$ cat src/vsm_pkg.sv
// shared constants, types and helpers for the output-voltage scale and floor commands
package vsm_pkg;

  // command codes
  localparam logic [7:0]  VSM_CMD_SCALE_MON = 8'h2a;
  localparam logic [7:0]  VSM_CMD_OUTPUT_VOLTAGE_FLOOR  = 8'h2b;

  // monitor scale word layout
  localparam int          VSM_EXP_MSB       = 15;
  localparam int          VSM_EXP_LSB       = 11;
  localparam int          VSM_MANT_MSB      = 3;
  localparam logic [4:0]  VSM_MON_EXP       = 5'h1d;
  localparam logic [6:0]  VSM_MON_PAD       = 7'h00;

  // floor word layout
  localparam int          VSM_MIN_MSB       = 11;
  localparam logic [3:0]  VSM_MIN_PAD       = 4'h0;

  // reset values
  localparam logic [3:0]  VSM_MANT_RST      = 4'h1;
  localparam logic [11:0] VSM_MIN_RST       = 12'h000;

  // divider gain codes: 0 = 0.125, 1 = 0.25, 2 = 0.5, 3 = 1.0
  localparam logic [1:0]  VSM_GAIN_0125     = 2'h0;
  localparam logic [1:0]  VSM_GAIN_0250     = 2'h1;
  localparam logic [1:0]  VSM_GAIN_0500     = 2'h2;
  localparam logic [1:0]  VSM_GAIN_1000     = 2'h3;
  localparam logic [3:0]  VSM_GAIN1_LO      = 4'h2;
  localparam logic [3:0]  VSM_GAIN2_LO      = 4'h4;
  localparam logic [3:0]  VSM_GAIN3_LO      = 4'h8;

  // timing
  localparam int          VSM_CLK_NS        = 100;
  localparam int          VSM_SLEW_STEP_NS  = 1000;
  localparam logic [7:0]  VSM_SLEW_STEP_CYC = 8'((VSM_SLEW_STEP_NS + VSM_CLK_NS - 1) / VSM_CLK_NS);
  localparam logic [1:0]  VSM_BOOT_CYC      = 2'h3;

  // one bus transaction as handed over by the command engine
  typedef struct packed {
    logic        wr;
    logic        rd;
    logic [7:0]  code;
    logic [15:0] data;
  } vsm_req_s;

  // answer to a transaction, one cycle later
  typedef struct packed {
    logic        valid;
    logic        ack;
    logic [15:0] data;
  } vsm_rsp_s;

  // sticky status flags
  typedef struct packed {
    logic nota;
    logic vout;
    logic vout_minmax;
    logic cml_data;
  } vsm_stat_s;

  // mantissa to largest supported divider gain not above it
  function automatic logic [1:0] vsm_gain(input logic [3:0] m);
    if (m >= VSM_GAIN3_LO) vsm_gain = VSM_GAIN_1000;
    else if (m >= VSM_GAIN2_LO) vsm_gain = VSM_GAIN_0500;
    else if (m >= VSM_GAIN1_LO) vsm_gain = VSM_GAIN_0250;
    else vsm_gain = VSM_GAIN_0125;
  endfunction

  // fixed mantissa restored for each supported gain
  function automatic logic [3:0] vsm_restore(input logic [1:0] g);
    vsm_restore = 4'h1 << g;
  endfunction

  // linear word value expressed in units of 2^-3
  function automatic logic signed [31:0] vsm_lin11(input logic [15:0] w);
    logic signed [31:0] m;
    logic signed [31:0] sh;
    m  = 32'(signed'(w[10:0]));
    sh = 32'(signed'(w[VSM_EXP_MSB:VSM_EXP_LSB])) + 32'sd3;
    if (sh >= 0) vsm_lin11 = m <<< sh[4:0];
    else vsm_lin11 = m >>> 5'(-sh);
  endfunction

endpackage

$ cat src/vsm_sync2.sv
// two-flop synchroniser for a pin level
`timescale 1ns/1ns
module vsm_sync2 (
  input  wire logic clk,     // system clock
  input  wire logic sys_rst, // synchronous reset
  input  wire logic d,       // asynchronous level
  output logic      q        // synchronised level
);
  logic meta;

  // first stage feeds only the second
  always_ff @(posedge clk) begin
    if (sys_rst) begin
      meta <= 1'b0;
      q    <= 1'b0;
    end else begin
      meta <= d;
      q    <= meta;
    end
  end
endmodule

$ cat src/vsm_slew.sv
// output target ramp, one lsb per step period
`timescale 1ns/1ns
module vsm_slew import vsm_pkg::*; (
  input  wire logic        clk,     // system clock
  input  wire logic        sys_rst, // synchronous reset
  input  wire logic [11:0] goal,    // wanted target
  output logic      [11:0] level    // ramped target
);
  logic [7:0] tick;
  wire        step_now = (tick == VSM_SLEW_STEP_CYC - 8'h01);

  // step timer and ramp; a large jump takes many steps on purpose
  always_ff @(posedge clk) begin
    if (sys_rst) begin
      tick  <= 8'h00;
      level <= VSM_MIN_RST;
    end else begin
      tick <= step_now ? 8'h00 : tick + 8'h01;
      if (step_now && level < goal) level <= level + 12'h001;
      else if (step_now && level > goal) level <= level - 12'h001;
    end
  end
endmodule

$ cat src/vsm_cmds.sv
// monitor scale and output floor command registers
// Function
// - read 2a always, write only with external divider
// - internal divider: monitor follows loop, read-only
// - external divider: monitor value used internally
// - exponent fixed at minus three
// - bits 10:4 read zero, read-only
// - no override: mantissa from voltage-select pin
// - override latched at reset enables bus mantissa
// - store mantissa exactly, drive largest gain not above it
// - gain bands and restore values 1,2,4,8
// - floor at 2b, read and write word
// - floor updates on the fly, nvm default
// - floor limit bits 11:0, upper zero
// - target below floor: warn, move to floor
// - warning sets three status bits, alerts host
// - floor written above target: same warning
// - floor outside range rejected, flagged, alerted
`timescale 1ns/1ns
module vsm_cmds import vsm_pkg::*; (
  input  wire logic        clk,                   // system clock, 10 MHz
  input  wire logic        sys_rst,               // synchronous reset, stands for the vcc reset
  input  wire vsm_req_s    req,                   // one-cycle transaction from the command engine
  input  wire logic        feedback_select_strap, // pin: 1 selects external divider
  input  wire logic [3:0]  voltage_select_pin,    // detected resistor code of the select pin
  input  wire logic        strap_override_bit,    // override bit as held in nvm
  input  wire logic [3:0]  nvm_scale_mant,        // nvm monitor mantissa
  input  wire logic [11:0] nvm_vout_floor,        // nvm or pin-detected floor
  input  wire logic [3:0]  scale_loop_mant,       // loop scale mantissa
  input  wire logic [11:0] vmax_low,              // lowest valid limit value
  input  wire logic [11:0] vmax_high,             // highest valid limit value
  input  wire logic        converting,            // power conversion active
  input  wire logic [11:0] target_req,            // requested output target
  input  wire logic        clear_status,          // clears the sticky flags
  output vsm_rsp_s         rsp,                   // transaction answer
  output logic [1:0]       monitor_gain_sel,      // divider gain in use
  output logic [3:0]       scale_mant_eff,        // scale mantissa in use
  output logic [11:0]      vout_floor_value,      // floor register
  output logic [11:0]      vout_target,           // ramped output target
  output vsm_stat_s        status,                // sticky status flags
  output logic             alert_n                // host alert, low while any flag set
);

  typedef enum logic [1:0] {
    ST_LOAD = 2'b01,
    ST_RUN  = 2'b10
  } vsm_state_e;

  vsm_state_e state;
  vsm_state_e next_state;
  logic [1:0] boot_cnt;
  logic       ext_fb_pin;
  logic       ext_fb;
  logic       ovrd_lat;
  logic [3:0] mon_mant;
  logic [3:0] next_mon_mant;
  logic [11:0] next_floor;
  logic [11:0] slew_level;
  vsm_rsp_s   next_rsp;
  vsm_stat_s  next_stat;

  // strap pin arrives from outside the clock domain
  vsm_sync2 u_sync (
    .clk     (clk),
    .sys_rst (sys_rst),
    .d       (feedback_select_strap),
    .q       (ext_fb_pin)
  );

  // command decode
  wire        running    = (state == ST_RUN);
  wire        boot_done  = (state == ST_LOAD) && (boot_cnt == VSM_BOOT_CYC);
  wire        any_req    = req.wr || req.rd;
  wire        hit_mon    = (req.code == VSM_CMD_SCALE_MON);
  wire        hit_min    = (req.code == VSM_CMD_OUTPUT_VOLTAGE_FLOOR);
  wire        wr_mon     = running && req.wr && hit_mon;
  wire        wr_min     = running && req.wr && hit_min;
  wire        rd_hit     = running && req.rd && (hit_mon || hit_min);
  wire        bad_code   = running && any_req && !hit_mon && !hit_min;

  wire logic signed [31:0] mon_val = vsm_lin11(req.data);
  // a fraction dropped by a negative shift makes the value invalid
  wire logic signed [5:0]  mon_sh  = 6'(signed'(req.data[VSM_EXP_MSB:VSM_EXP_LSB])) + 6'sd3;
  wire logic signed [31:0] mon_raw = 32'(signed'(req.data[10:0]));
  wire        mon_exact  = (mon_sh >= 6'sd0) || ((mon_val <<< 5'(-mon_sh)) == mon_raw);
  wire        mon_val_ok = (mon_val >= 0) && (mon_val <= 32'sd15) && mon_exact;

  // and only with override latched at reset
  wire        mon_wr_ok  = wr_mon && ext_fb && ovrd_lat && mon_val_ok;
  wire        mon_wr_bad = wr_mon && !mon_wr_ok;

  // floor range follows the limit range
  wire [11:0] min_val    = req.data[VSM_MIN_MSB:0];
  wire        min_in_rng = (min_val >= vmax_low) && (min_val <= vmax_high)
                           && (req.data[15:12] == VSM_MIN_PAD);
  wire        min_wr_ok  = wr_min && min_in_rng;
  wire        min_wr_bad = wr_min && !min_in_rng;

  wire        floor_hit  = running && converting && (target_req < vout_floor_value);
  wire        min_above  = min_wr_ok && converting && (min_val > target_req);
  wire        warn_evt   = floor_hit || min_above;
  wire        bad_evt    = mon_wr_bad || min_wr_bad || bad_code;

  // clamp the goal to the floor
  wire [11:0] floor_use  = min_above ? min_val : vout_floor_value;
  wire [11:0] slew_goal  = (converting && target_req < floor_use) ? floor_use : target_req;

  // read data; unused bits are constant zero
  // fixed exponent
  wire [15:0] mon_word   = {VSM_MON_EXP, VSM_MON_PAD, mon_mant};
  wire [15:0] min_word   = {VSM_MIN_PAD, vout_floor_value};
  wire [15:0] rd_word    = hit_mon ? mon_word : min_word;

  // boot sequencing: wait for the strap synchroniser to settle
  always_comb begin
    next_state = state;
    case (state)
      ST_LOAD: if (boot_done) next_state = ST_RUN;
      ST_RUN:  next_state = ST_RUN;
      default: next_state = ST_LOAD;
    endcase
  end

  // monitor mantissa source selection
  always_comb begin
    next_mon_mant = mon_mant;
    if (boot_done) begin
      if (!ext_fb_pin) next_mon_mant = scale_loop_mant;
      else if (!strap_override_bit) next_mon_mant = voltage_select_pin;
      else next_mon_mant = vsm_restore(vsm_gain(nvm_scale_mant));
    end else if (running && !ext_fb) begin
      next_mon_mant = scale_loop_mant;
    end else if (mon_wr_ok) begin
      next_mon_mant = mon_val[VSM_MANT_MSB:0];
    end
  end

  // floor register source selection
  always_comb begin
    next_floor = vout_floor_value;
    // default from nvm or pin detection
    if (boot_done) next_floor = nvm_vout_floor;
    // written value takes effect at once
    else if (min_wr_ok) next_floor = min_val;
  end

  // answer for the transaction of this cycle
  always_comb begin
    next_rsp       = '0;
    next_rsp.valid = any_req;
    next_rsp.ack   = rd_hit || mon_wr_ok || min_wr_ok;
    next_rsp.data  = rd_hit ? rd_word : 16'h0000;
  end

  // sticky flags; a new event beats a clear in the same cycle
  always_comb begin
    next_stat = clear_status ? '0 : status;
    if (warn_evt) begin
      next_stat.nota        = 1'b1;
      next_stat.vout        = 1'b1;
      next_stat.vout_minmax = 1'b1;
    end
    if (bad_evt) next_stat.cml_data = 1'b1;
  end

  // state and boot counter
  always_ff @(posedge clk) begin
    if (sys_rst) begin
      state    <= ST_LOAD;
      boot_cnt <= 2'h0;
    end else begin
      state    <= next_state;
      boot_cnt <= boot_done ? boot_cnt : boot_cnt + 2'h1;
    end
  end

  // straps caught once at end of boot, held until next reset
  always_ff @(posedge clk) begin
    if (sys_rst) begin
      ext_fb   <= 1'b0;
      ovrd_lat <= 1'b0;
    end else if (boot_done) begin
      ext_fb   <= ext_fb_pin;
      ovrd_lat <= strap_override_bit;
    end
  end

  // command registers and answer
  always_ff @(posedge clk) begin
    if (sys_rst) begin
      mon_mant         <= VSM_MANT_RST;
      vout_floor_value <= VSM_MIN_RST;
      rsp              <= '0;
    end else begin
      mon_mant         <= next_mon_mant;
      vout_floor_value <= next_floor;
      rsp              <= next_rsp;
    end
  end

  // scale in use and divider drive
  always_ff @(posedge clk) begin
    if (sys_rst) begin
      scale_mant_eff   <= VSM_MANT_RST;
      monitor_gain_sel <= VSM_GAIN_0125;
    end else begin
      scale_mant_eff   <= ext_fb ? mon_mant : scale_loop_mant;
      monitor_gain_sel <= vsm_gain(ext_fb ? mon_mant : scale_loop_mant);
    end
  end

  // flags and alert; alert is registered from the same next value
  always_ff @(posedge clk) begin
    if (sys_rst) begin
      status      <= '0;
      alert_n     <= 1'b1;
      vout_target <= VSM_MIN_RST;
    end else begin
      status      <= next_stat;
      alert_n     <= ~(|next_stat);
      vout_target <= slew_level;
    end
  end

  vsm_slew u_slew (
    .clk     (clk),
    .sys_rst (sys_rst),
    .goal    (slew_goal),
    .level   (slew_level)
  );
endmodule

$ cat config.mk
export PLATFORM = sky130hd
export DESIGN_NAME = vsm_cmds
export DESIGN_NICKNAME = d
export VERILOG_FILES = /design/src/vsm_pkg.sv /design/src/vsm_sync2.sv /design/src/vsm_slew.sv /design/src/vsm_cmds.sv
export SDC_FILE = /design/constraint.sdc
export NUM_CORES = 1
export LEC_CHECK = 0
export BUFFER_PORTS_ARGS = -buffer_cell sky130_fd_sc_hd__clkbuf_2
export CAP_MARGIN = 20
export CELL_PAD_IN_SITES_DETAIL_PLACEMENT = 0
export CELL_PAD_IN_SITES_GLOBAL_PLACEMENT = 2
export CORE_MARGIN = 8
export CORE_UTILIZATION = 37
export DETAILED_ROUTE_END_ITERATION = 16
export GPL_ROUTABILITY_DRIVEN = 0
export PLACE_DENSITY = 0.86
export REMOVE_ABC_BUFFERS = 1
export SLEW_MARGIN = 20
export SYNTH_ARGS = -nofsm -noshare
export SYNTH_HDL_FRONTEND = slang
export SYNTH_SLANG_ARGS = --single-unit
$ cat constraint.sdc
create_clock -name clk -period 12.95 [get_ports clk]
set_input_delay 0.6475 -clock clk [delete_from_list [all_inputs] [get_ports clk]]
set_output_delay 0.6475 -clock clk [all_outputs]
set_load 0.005 [all_outputs]
Word level (Yosys, flattened, before mapping)
Cells that the tools add are included.

Register bits: 85. Input bits: 92. Output and inout bits: 53. Word-level logic and storage cells: 137.

$add $sub $neg: 8. $lt $le $gt $ge: 17. Eq/ne operators: 8. Shifts and indexed selects: 4. Multiplexer cells: 28. Bitwise operators: 2. Reduce and logical (&&, ||, !) cells: 48.

Operators with widths (number): 12-bit two-way mux (6); 12-bit < comparator (3); 32-bit by 11-bit equality test with 1-bit output (1); 32-bit by 1-bit >= comparator with 1-bit output (second input constant) (1); 32-bit by 5-bit <= comparator with 1-bit output (second input constant) (1); 32-bit two-way mux (1); 11-bit by 5-bit <<< shifter with 32-bit output (1); 32-bit by 5-bit <<< shifter with 32-bit output (1); 11-bit by 5-bit >>> shifter with 32-bit output (1); 4-bit two-way mux (7); 1-bit logical AND (27); 12-bit greater-than comparator (2); 8-bit by 6-bit equality test with 1-bit output (second input constant) (2); 16-bit two-way mux (1); 2-bit two-way mux (8); 12-bit by 1-bit adder with 12-bit output (second input constant) (1); 5-bit by 3-bit adder with 6-bit output (second input constant) (2); 12-bit >= comparator (1); 6-bit by 1-bit >= comparator with 1-bit output (second input constant) (2); 12-bit <= comparator (1); 12-bit by 1-bit subtractor with 12-bit output (second input constant) (1); 5-bit negator (2); 8-bit by 1-bit adder with 8-bit output (second input constant) (1); 8-bit by 4-bit equality test with 1-bit output (second input constant) (1); 20 further kinds (40).

Depth between registers and ports, before layout
Gate-level depths: netlist of run 1.

Word-level depth: 16. Gate-level depth with buffers: 48.

Modules after synthesis
A second synthesis of run 1 with hierarchy kept.

Cells, all modules: 1223. Area, all modules: 9486.6 um^2.

By module, submodules not included: vsm_cmds (instances 1, cells an instance 1038, area an instance 7897.6 um^2, seq. area each 1201.2 um^2); vsm_slew (instances 1, cells an instance 181, area an instance 1536.5 um^2, seq. area each 400.4 um^2); vsm_sync2 (instances 1, cells an instance 4, area an instance 52.6 um^2, seq. area each 40.0 um^2).

Worst setup path after synthesis of run 1
OpenSTA, ideal clock, no wires.

Path type: input to register. From: in req[0] (netlist bit). To: reg u_slew.level[11]. Setup time: 0.128 ns. Arrival: 8.911 ns. Required time: 12.822 ns. Slack: 3.911 ns. Cell stages on the path: 47. Buffers on the path: 4. Cell sequence: clkbuf_1 inv_1 ha_1 nand2b_1 a21o_1 a21o_1 a21oi_1 nor2b_1 o21ai_0 a21o_1 nor3b_1 nor2b_1 clkbuf_1 nand2_1 clkbuf_1 mux2i_1 ha_1 a21o_1 [... 11 more ...] ha_1 a21o_1 a21o_1 a21oi_1 o2111ai_1 ha_1 a21o_1 a21oi_1 o21bai_1 a21oi_1 o21bai_1 a21oi_1 nor2b_1 o21a_1 o41a_1 mux2i_1 xnor2_1 nor2_1.

Cells in the longest elaborated chain, start to end: 13. Elaborated cells between the ends (all ways): 18. Those cells by class: 6 x order compare; 3 x mux; 9 x reduce/logical.

RTL lines: from (decl) (RTL line vsm_cmds.sv:23) `input wire vsm_req_s req,`; 12-bit >= comparator or 12-bit <= comparator (tied branches) (RTL line vsm_cmds.sv:94) `wire min_in_rng = (min_val >= vmax_low) && (min_val <= vmax_high)`; 1-bit logical AND (RTL line vsm_cmds.sv:94); 1-bit logical AND (RTL line vsm_cmds.sv:95) `&& (req.data[15:12] == VSM_MIN_PAD);`; 1-bit logical AND (RTL line vsm_cmds.sv:96) `wire min_wr_ok = wr_min && min_in_rng;`; 1-bit logical AND (2 in a row) (RTL line vsm_cmds.sv:100) `wire min_above = min_wr_ok && converting && (min_val > target_req);`; 12-bit two-way mux (*) (RTL line vsm_cmds.sv:105) `wire [11:0] floor_use = min_above ? min_val : vout_floor_value;`; 12-bit < comparator (RTL line vsm_cmds.sv:106) `wire [11:0] slew_goal = (converting && target_req < floor_use) ? floor_use : target_req;`; 1-bit logical AND (RTL line vsm_cmds.sv:106); 12-bit two-way mux (*) (RTL line vsm_cmds.sv:106); 12-bit < comparator or 12-bit greater-than comparator (tied branches) (RTL line vsm_slew.sv:19, vsm_slew.sv:20); 1-bit logical AND, on equally long branches (RTL line vsm_slew.sv:19, vsm_slew.sv:20); 12-bit two-way mux or 2-bit nonzero test (tied branches); to (signal assigned) (RTL line vsm_slew.sv:19) `if (step_now && level < goal) level <= level + 12'h001;`; to (signal assigned) (RTL line vsm_slew.sv:20) `else if (step_now && level > goal) level <= level - 12'h001;`; to (decl) (RTL line vsm_slew.sv:7) `output logic [11:0] level`.

Mark *: on every way between the ends. The rest lies on a longest branch, timed or not. A chain may end at the register's enable or synchronous reset.

Worst setup path in the final report of run 1
From: in req[1] (netlist bit). To: reg u_slew.level[11].

The elaborated chain is that of the path after synthesis.

==> parameters.txt, run 1 <==
Parameter                              Value

Status
  Outcome ... complete, no violations

Final layout
  Number of nets in the layout ... approximately 1400
  Most common cell after layout, fill and taps aside ... sky130_fd_sc_hd__clkbuf_2
  Diodes inserted ... 0
  Cell Count, Final, Fillers Out ... approximately 1600
  Area of combinational cells with multiple inputs ... between 6000 and 7000 um2
  Fill cells ... 2540
  Area occupied by registers ... 1640 um2
  Layout overhead on the synthesized area ... 12.4%
  Fraction of layout cells with a size suffix above 1 ... 0.192
  Layout Cell Area excl Fill ... 10300 um2
  Most used cells in the layout excluding fill and tap cells ... 141 x sky130_fd_sc_hd__clkbuf_2, 107 x sky130_fd_sc_hd__nor2_1, 87 x sky130_fd_sc_hd__ha_1
  Final Core Density ... 0.424

Setup path
  Most Frequent Cell on Critical Path ... sky130_fd_sc_hd__a21oi_1
  Reg-to-Reg Start ... state[0]
  Maximum fanout count along the critical path ... 14
  Worst stage delay on the critical path ... 0.45 ns
  Kind of end point of the critical path ... flip-flop
  Crit path launch type ... input port
  Type of the worst setup path ... in2reg
  RR Endpoint ... u_slew.level[11]
  Req. time, crit path ... 13.16 ns
  Worst EP arrival ... slightly above 9 ns
  CP max stage cell ... sky130_fd_sc_hd__nor3b_1
  Worst reg2reg setup slack ... 5.52 ns
  Number of cells on the worst reg-to-reg path ... 39

Global routing
  Global Route Usage Sum ... 0.219
  Grt total ovfl ... 0
  Via count of the first global-routing pass ... 9383
  Antenna violations before repair ... 0
  Wire length of the first global-routing pass ... approximately 53000 um
  Largest net degree at the start of global routing ... 55

Logic synthesis
  Syn Inst Count ... 1153
  Netlist Area Pre-Place ... 9170 um2
  Proportion of register bits with asynchronous set or reset after synthesis ... 0
  Number of enable flip-flop cells after synthesis ... 0
  Cells taking the most area after synthesis ... sky130_fd_sc_hd__dfxtp_1 18%, sky130_fd_sc_hd__ha_1 12%, sky130_fd_sc_hd__mux2i_1 5.3%
  Biggest area consumer among synthesized cells ... sky130_fd_sc_hd__dfxtp_1
  Share of the synthesized area in the top cell type ... 0.179
  Average cell area after synthesis ... 7.95 um2
  Sequential area share after synthesis ... 0.179
  Flop and latch count out of synthesis ... 82
  Synthesis warning total ... 0
  Most frequently used flop master after synthesis ... sky130_fd_sc_hd__dfxtp_1
  Cell variety after synth ... 100

Routing
  Routed len/inst ... 21.6 um
  Violation count after the first detailed-route iteration ... 864
  Post-route antenna net violation count ... 0
  Via density per instance ... between 6 and 7
  Detailed-route wire length ... 34000 um
  Overall via count from detail_route ... 9504
  # DRC ... 0
  Count of TritonRoute iterations in the first routing pass ... 5

Worst hold path
  Cells on Worst Hold Path ... 1
  Worst min-delay path endpoint ... u_sync.q
  Worst min path class ... reg2reg
  Start point of the worst hold path ... u_sync.meta

Floorplan
  Row count ... 57
  Chip height ... 173 um
  Number of primary I/O pins ... between 100 and 150
  Die footprint ... about 30000 um2
  Core ar. ... between 20000 and 25000 um2
  Initial standard-cell utilization of the core ... 0.377
  Width of the chip ... 173 um

Power
  Maximum VDD drop ... 0.0000569 V
  Leak Pwr ... 4.47 nW
  Power per unit of standard cell area ... 88.5 nW/um2

Clock tree
  Post-CTS Hold Fix Bufs ... 0
  Post-CTS Setup Inserts ... 0
  Clock latency on the worst-skew pair ... 0.35 ns
  Number of sinks driven by the clock tree ... between 80 and 90
  H-tree levels ... 3
  Clock slew seen by the registers of the worst setup and hold paths ... 0.08 ns
  Clock tree from TritonCTS ... built
  Clock buffer count from CTS ... 9
  Clk Tree Root Cell ... sky130_fd_sc_hd__clkbuf_16
  Quantity of gates resized following cts ... 0
  Worst-case clock buffer depth ... 2

Placed design
  Worst setup slack before clock tree synthesis ... 3.53 ns
  Instance area at placement ... 10000 um2
  Cell Count Post-Placement ... between 1500 and 2000
  Port bufs ... 142
  Hpwl dp ... 25600 um

Timing
  Slew Limit Fails ... 0
  Fmax ... 110 MHz
  Tightest Pin Transition ... roughly 1.1 ns
  Final count of hold timing violations ... 0
  Max-Slew Margin vs Limit ... 0.281
  Time the final worst path needs with I/O delays and setup ... 9.10 ns
  Worst clock skew ... 0.0175 ns
  Sum Neg Setup Slack ... 0 ns
  Final worst setup slack ... 3.85 ns
  Setup repair after global routing missed its margin ... no
  Final clock period utilization by the worst path ... 0.702
  Number of endpoints failing setup at the final stage ... 0

Run
  Maxcap violations ... 0
## routing by layer
layer	wire length, um	track usage	up-vias
met4	1280	0.0909	0
met1	14400	0.278	4468
met2	15600	0.362	446
li1	-	-	4496
met3	2720	0.0394	94
met5	0	0	-
## stage by stage
step | total power [W] | hold WS, ns
floorplan | 0.000528 | 0.414
global placement | 0.000660 | 0.425
detailed placement | 0.000662 | 0.424
CTS | 0.000912 | 0.453
global route | 0.000966 | 0.477
finish | 0.000913 | 0.450
## power breakdown
part / internal, W / leakage, nW / switching (W)
registers: 0.000268 / 0.666 / 0.0000157
clock network: 0.000133 / 0.131 / 0.000115
logic: 0.000145 / 3.67 / 0.000236
total: 0.000546 / 4.47 / 0.000366
## flip-flops by register name, summed over array words and instances (netlist names)
signal,flops
vout_target,12
u_sync.q,1
vout_floor_value,12
rsp,15
state,2
ext_fb,1
mon_mant,4
status,4
boot_cnt,2
monitor_gain_sel,2
u_slew.tick,8
ovrd_lat,1
u_sync.meta,1
alert_n,1
u_slew.level,12
scale_mant_eff,4
## worst max-delay path: cells and delay by family
family,cells,cell delay (ns)
multiplexers,3,0.89
AND/OR/NAND/NOR,12,1.79
adder cells (fa/ha/maj),4,1.25
XOR/XNOR,1,0.14
buffers and inverters,3,0.70
AO/OA/AOI/OAI,23,3.86
## cell families after synthesis
kind of cell,after synthesis,synth area share
flip-flops,82,0.179
AND/OR/NAND/NOR,394,0.218
adder cells (fa/ha/maj),88,0.121
XOR/XNOR,28,0.0307
AO/OA/AOI/OAI,324,0.258
buffers and inverters,144,0.0678
multiplexers,92,0.125
other,1,0.000409
## Yosys cell counts, drive strengths merged (8+ instances only)
cell type / count
nor2: 107
ha: 87
dfxtp: 82
nand2: 78
a21oi: 69
inv: 66
mux2i: 50
o21ai: 44
clkbuf: 40
buf: 37
nand3: 34
a211oi: 33
nor3: 33
nor2b: 31
a21o: 27
mux2: 27
nand4: 21
xnor2: 17
mux4: 15
nor4: 15
a31oi: 13
nand2b: 13
o211ai: 13
o21a: 13
and3: 12
o22ai: 11
or3: 10
a221oi: 9
o22a: 9
xor2: 9
and2: 8
## worst max-delay path by stage
stage | startpoint | to | slack [ns] | cells after the start
finish | req[1] | u_slew.level[11] | 3.85 | 46
global route | req[1] | u_slew.level[11] | 3.11 | 46
CTS | req[1] | u_slew.level[11] | 3.84 | 46
detailed placement | req[1] | u_slew.level[11] | 3.53 | 46
global placement | req[1] | u_slew.level[11] | 3.55 | 46
floorplan | vmax_high[1] | u_slew.level[11] | 3.21 | 44
## cell type report
cell class                      count  share of cell area
Clock inverter                      6             0.00473
Timing Repair Buffer              157              0.0799
Clock buffer                       10              0.0222
Tap cell                          324              0.0393
Multi-Input combinational cell    927               0.670
Sequential cell                    82               0.159
Inverter                           67              0.0244
Power figures use the tool's default switching activity.
==> run 2, diff against run 1 <==
Settings changed: ABC_AREA set to 1, CORE_UTILIZATION 37 to 28, PLACE_DENSITY 0.86 to 0.77.
Clock period 12.95 ns to 8.3 ns, I/O delays scaled along.
==> parameters.txt, run 2 <==
Parameter                              Value

Status
  Outcome ... complete, no violations

Timing
  Time the final worst path needs with I/O delays and setup ... between 7 and 8 ns
  Max-Slew Margin vs Limit ... 0.290 (+0.00975)
  Final worst setup slack ... 0.976 ns (-2.88 ns)
  Slew Limit Fails ... 0 (unchanged)
  Final clock period utilization by the worst path ... 0.882
  Setup repair after global routing missed its margin ... no
  Fmax ... 137 MHz
  Final count of hold timing violations ... 0 (unchanged)
  Tightest Pin Transition ... 1.06 ns (-0.0185 ns)
  Worst clock skew ... 0.00674 ns (-0.0108 ns)
  Number of endpoints failing setup at the final stage ... 0 (unchanged)
  Sum Neg Setup Slack ... 0 ns (unchanged)

Setup path
  Worst stage delay on the critical path ... 0.41 ns (-0.04 ns)
  Crit path launch type ... input port
  Type of the worst setup path ... in2reg
  RR Endpoint ... u_slew.level[11]
  Most Frequent Cell on Critical Path ... sky130_fd_sc_hd__a21oi_1
  Maximum fanout count along the critical path ... 18 (+4)
  Kind of end point of the critical path ... flip-flop
  Req. time, crit path ... 8.59 ns (-4.57 ns)
  Worst EP arrival ... 7.62 ns (-1.69 ns)
  Worst reg2reg setup slack ... 1.65 ns (-3.87 ns)
  Number of cells on the worst reg-to-reg path ... 42 (+7.7%)
  Reg-to-Reg Start ... state[0]
  CP max stage cell ... sky130_fd_sc_hd__ha_1

Routing
  # DRC ... 0 (unchanged)
  Post-route antenna net violation count ... 0 (unchanged)
  Routed len/inst ... 16.7 um (-23%)
  Violation count after the first detailed-route iteration ... 520 (-40%)
  Detailed-route wire length ... 30800 um (-9.4%)
  Overall via count from detail_route ... 8989 (-5.4%)
  Via density per instance ... 4.86 (-19%)
  Count of TritonRoute iterations in the first routing pass ... 5 (unchanged)

Global routing
  Most used routing layer in global routing ... met2
  Grt total ovfl ... 0 (unchanged)
  Largest net degree at the start of global routing ... 44 (-20%)
  Via count of the first global-routing pass ... 8600 (-8.3%)
  Wire length of the first global-routing pass ... 48900 um (-8.2%)
  Antenna violations before repair ... 0 (unchanged)
  Global Route Usage Sum ... 0.170 (-0.0493)
  Met3 Use GR ... 0.0304 (-0.00907)
  Met2 routing resource usage after global routing ... 0.274 (-0.0876)
  Met1 routing resource usage after global routing ... 0.234 (-0.0432)

Power
  Proportion of total power due to net switching ... 0.389 (-0.0121)
  Leak Pwr ... 4.90 nW (+9.7%)
  Internal cell power ... 0.000824 W (+51%)
  Reported net switching power ... 0.000526 W (+44%)
  Part of the power in the clock network ... 0.304 (+0.033)
  Part of the power in registers ... 0.322 (+0.011)
  Power per unit of standard cell area ... 140 nW/um2 (+58%)
  Comb power frac ... 0.374 (-0.044)
  Maximum VDD drop ... 0.0000959 V (+69%)

Logic synthesis
  Proportion of register bits with asynchronous set or reset after synthesis ... 0 (unchanged)
  Cells taking the most area after synthesis ... sky130_fd_sc_hd__dfxtp_1 19%, sky130_fd_sc_hd__nand2_1 16%, sky130_fd_sc_hd__ha_1 13%
  Synthesis warning total ... 0 (unchanged)
  Cell variety after synth ... 58 (-42%)
  Average cell area after synthesis ... 6.28 um2 (-21%)
  Cell with the most instances after synthesis ... sky130_fd_sc_hd__nand2_1
  Netlist Area Pre-Place ... 8420 um2 (-8.1%)
  Sequential area share after synthesis ... 0.195 (+0.0159)
  Syn Inst Count ... 1342 (+16%)
  Share of the synthesized area in the top cell type ... 0.195 (+0.0159)
  Biggest area consumer among synthesized cells ... sky130_fd_sc_hd__dfxtp_1
  Post-synth top cells ... 358 x sky130_fd_sc_hd__nand2_1, 165 x sky130_fd_sc_hd__inv_1, 155 x sky130_fd_sc_hd__nand3_1, 91 x sky130_fd_sc_hd__a21oi_1, 91 x sky130_fd_sc_hd__nor2_1
  Number of enable flip-flop cells after synthesis ... 0 (unchanged)
  Flop and latch count out of synthesis ... 82 (unchanged)
  Most frequently used flop master after synthesis ... sky130_fd_sc_hd__dfxtp_1

Floorplan
  Row count ... 63 (+11%)
  Width of the chip ... 189 um (+9.2%)
  Initial standard-cell utilization of the core ... 0.284 (-0.0929)
  Die footprint ... 35900 um2 (+19%)
  Chip height ... 189 um (+9.2%)
  Number of primary I/O pins ... 145 (unchanged)
  Core ar. ... 29600 um2 (+22%)

Clock tree
  Clock slew seen by the registers of the worst setup and hold paths ... 0.07 ns (about the same)
  Clock buffer count from CTS ... 9 (unchanged)
  H-tree levels ... 3 (unchanged)
  Post-CTS Setup Inserts ... 0 (unchanged)
  Clock latency on the worst-skew pair ... 0.35 ns (about the same)
  Clock tree from TritonCTS ... built
  Clk Tree Root Cell ... sky130_fd_sc_hd__clkbuf_16
  Number of sinks driven by the clock tree ... 82 (unchanged)
  Worst-case clock buffer depth ... 2 (unchanged)

Final layout
  Diodes inserted ... 0 (unchanged)
  Layout overhead on the synthesized area ... 14.9%
  Number of flip-flops in the largest register ... 15 (unchanged)
  Biggest register ... rsp
  Most common cell after layout, fill and taps aside ... sky130_fd_sc_hd__nand2_1
  Number of nets in the layout ... 1633 (+15%)
  Most used cells in the layout excluding fill and tap cells ... 356 x sky130_fd_sc_hd__nand2_1, 165 x sky130_fd_sc_hd__inv_1, 155 x sky130_fd_sc_hd__nand3_1
  Fraction of layout cells with a size suffix above 1 ... 0.164 (-0.0282)

Worst hold path
  Worst min path class ... in2reg
  Cells on Worst Hold Path ... 3 (+2)
  Start point of the worst hold path ... feedback_select_strap
  Worst min-delay path endpoint ... u_sync.meta

Placed design
  Worst setup slack before clock tree synthesis ... 0.332 ns (-3.20 ns)
  Port bufs ... 142 (unchanged)
  Hpwl dp ... 25100 um (-1.9%)

Run
  Maxcap violations ... 0 (unchanged)
==> run 2: changes by cell type after synthesis, moves of 25 or more <==
cell                       previous run  this run
sky130_fd_sc_hd__a21o_1              27         0
sky130_fd_sc_hd__nand3_1             34       155
sky130_fd_sc_hd__mux2i_1             49         0
sky130_fd_sc_hd__clkbuf_1            40        15
sky130_fd_sc_hd__nand2_1             78       358
sky130_fd_sc_hd__inv_1               65       165
sky130_fd_sc_hd__nor2b_1             31         0
sky130_fd_sc_hd__mux2_2              25         0
==> run 2: power by group through the flow <==
| stage | clock (W) | combinational [W] | sequential (W) |
|---|---|---|---|
| floorplan | 0 | 0.000338 | 0.000440 |
| global placement | 0 | 0.000504 | 0.000443 |
| detailed placement | 0 | 0.000505 | 0.000444 |
| CTS | 0.000422 | 0.000508 | 0.000435 |
| global route | 0.000443 | 0.000584 | 0.000437 |
| finish | 0.000411 | 0.000506 | 0.000434 |
==> run 2: cells by family after synthesis <==
| kind of cell | count (synthesis) | share of synthesized area |
|---|---|---|
| flops | 82 | 0.195 |
| simple gates | 709 | 0.389 |
| buf+inv | 231 | 0.123 |
| compound gates | 220 | 0.150 |
| xor+xnor | 11 | 0.0114 |
| fa+ha+maj | 88 | 0.132 |
| other cells | 1 | 0.000445 |
==> run 2: cell type report <==
cell class              count  area, um2
repair buffers            156        816
inverters                 175        669
multi-input cells        1029       5760
flip-flops and latches     82       1640
clock inverters             7       76.3
fillers                  3414      20000
well taps                 390        488
clock buffers               9        225
==> run 2: metal layers <==
metal  share of wire  up-vias
li1                -     4678
met3           0.057       23
met4           0.012        0
met5               0        -
met1            0.48     4059
met2            0.45      229
==> run 2: timing repair <==
item                                    4_1_cts  5_1_grt
gates resized for setup                       0        3
hold buffers                                  0        0
endpoints found under the setup margin        0        1
==> run 2: critical path, delay by kind of cell <==
kind	cells	cell delay [ns]
adder cells (fa/ha/maj)	4	1.15
buffers and inverters	5	0.51
AND/OR/NAND/NOR	16	2.25
AO/OA/AOI/OAI	24	3.28
==> run 2: worst max-delay path by stage <==
stage               startpoint               end  slack (ns)  depth (start not counted)
floorplan               req[0]  u_slew.level[11]        1.07                         46
detailed placement      req[0]  u_slew.level[11]        0.33                         49
finish                  req[0]  u_slew.level[11]        0.98                         49
CTS                     req[0]  u_slew.level[11]        0.67                         49
global placement        req[5]  u_slew.level[11]        0.45                         43
global route            req[0]  u_slew.level[11]        0.03                         49
==> run 2: through the flow <==
stage | instance area [um2] | instances | power, W | util | hold slack (ns)
2_1_floorplan | 8060 | 1286 | 0.000778 | - | 0.388
3_3_place_gp | 9370 | 1832 | 0.000947 | 0.316 | 0.402
3_5_place_dp | 9370 | 1832 | 0.000949 | 0.316 | 0.406
4_1_cts | 9670 | 1848 | 0.00136 | 0.326 | 0.248
5_1_grt | 9680 | 1848 | 0.00146 | 0.326 | 0.248
6_report | 9680 | 1848 | 0.00135 | 0.326 | 0.254
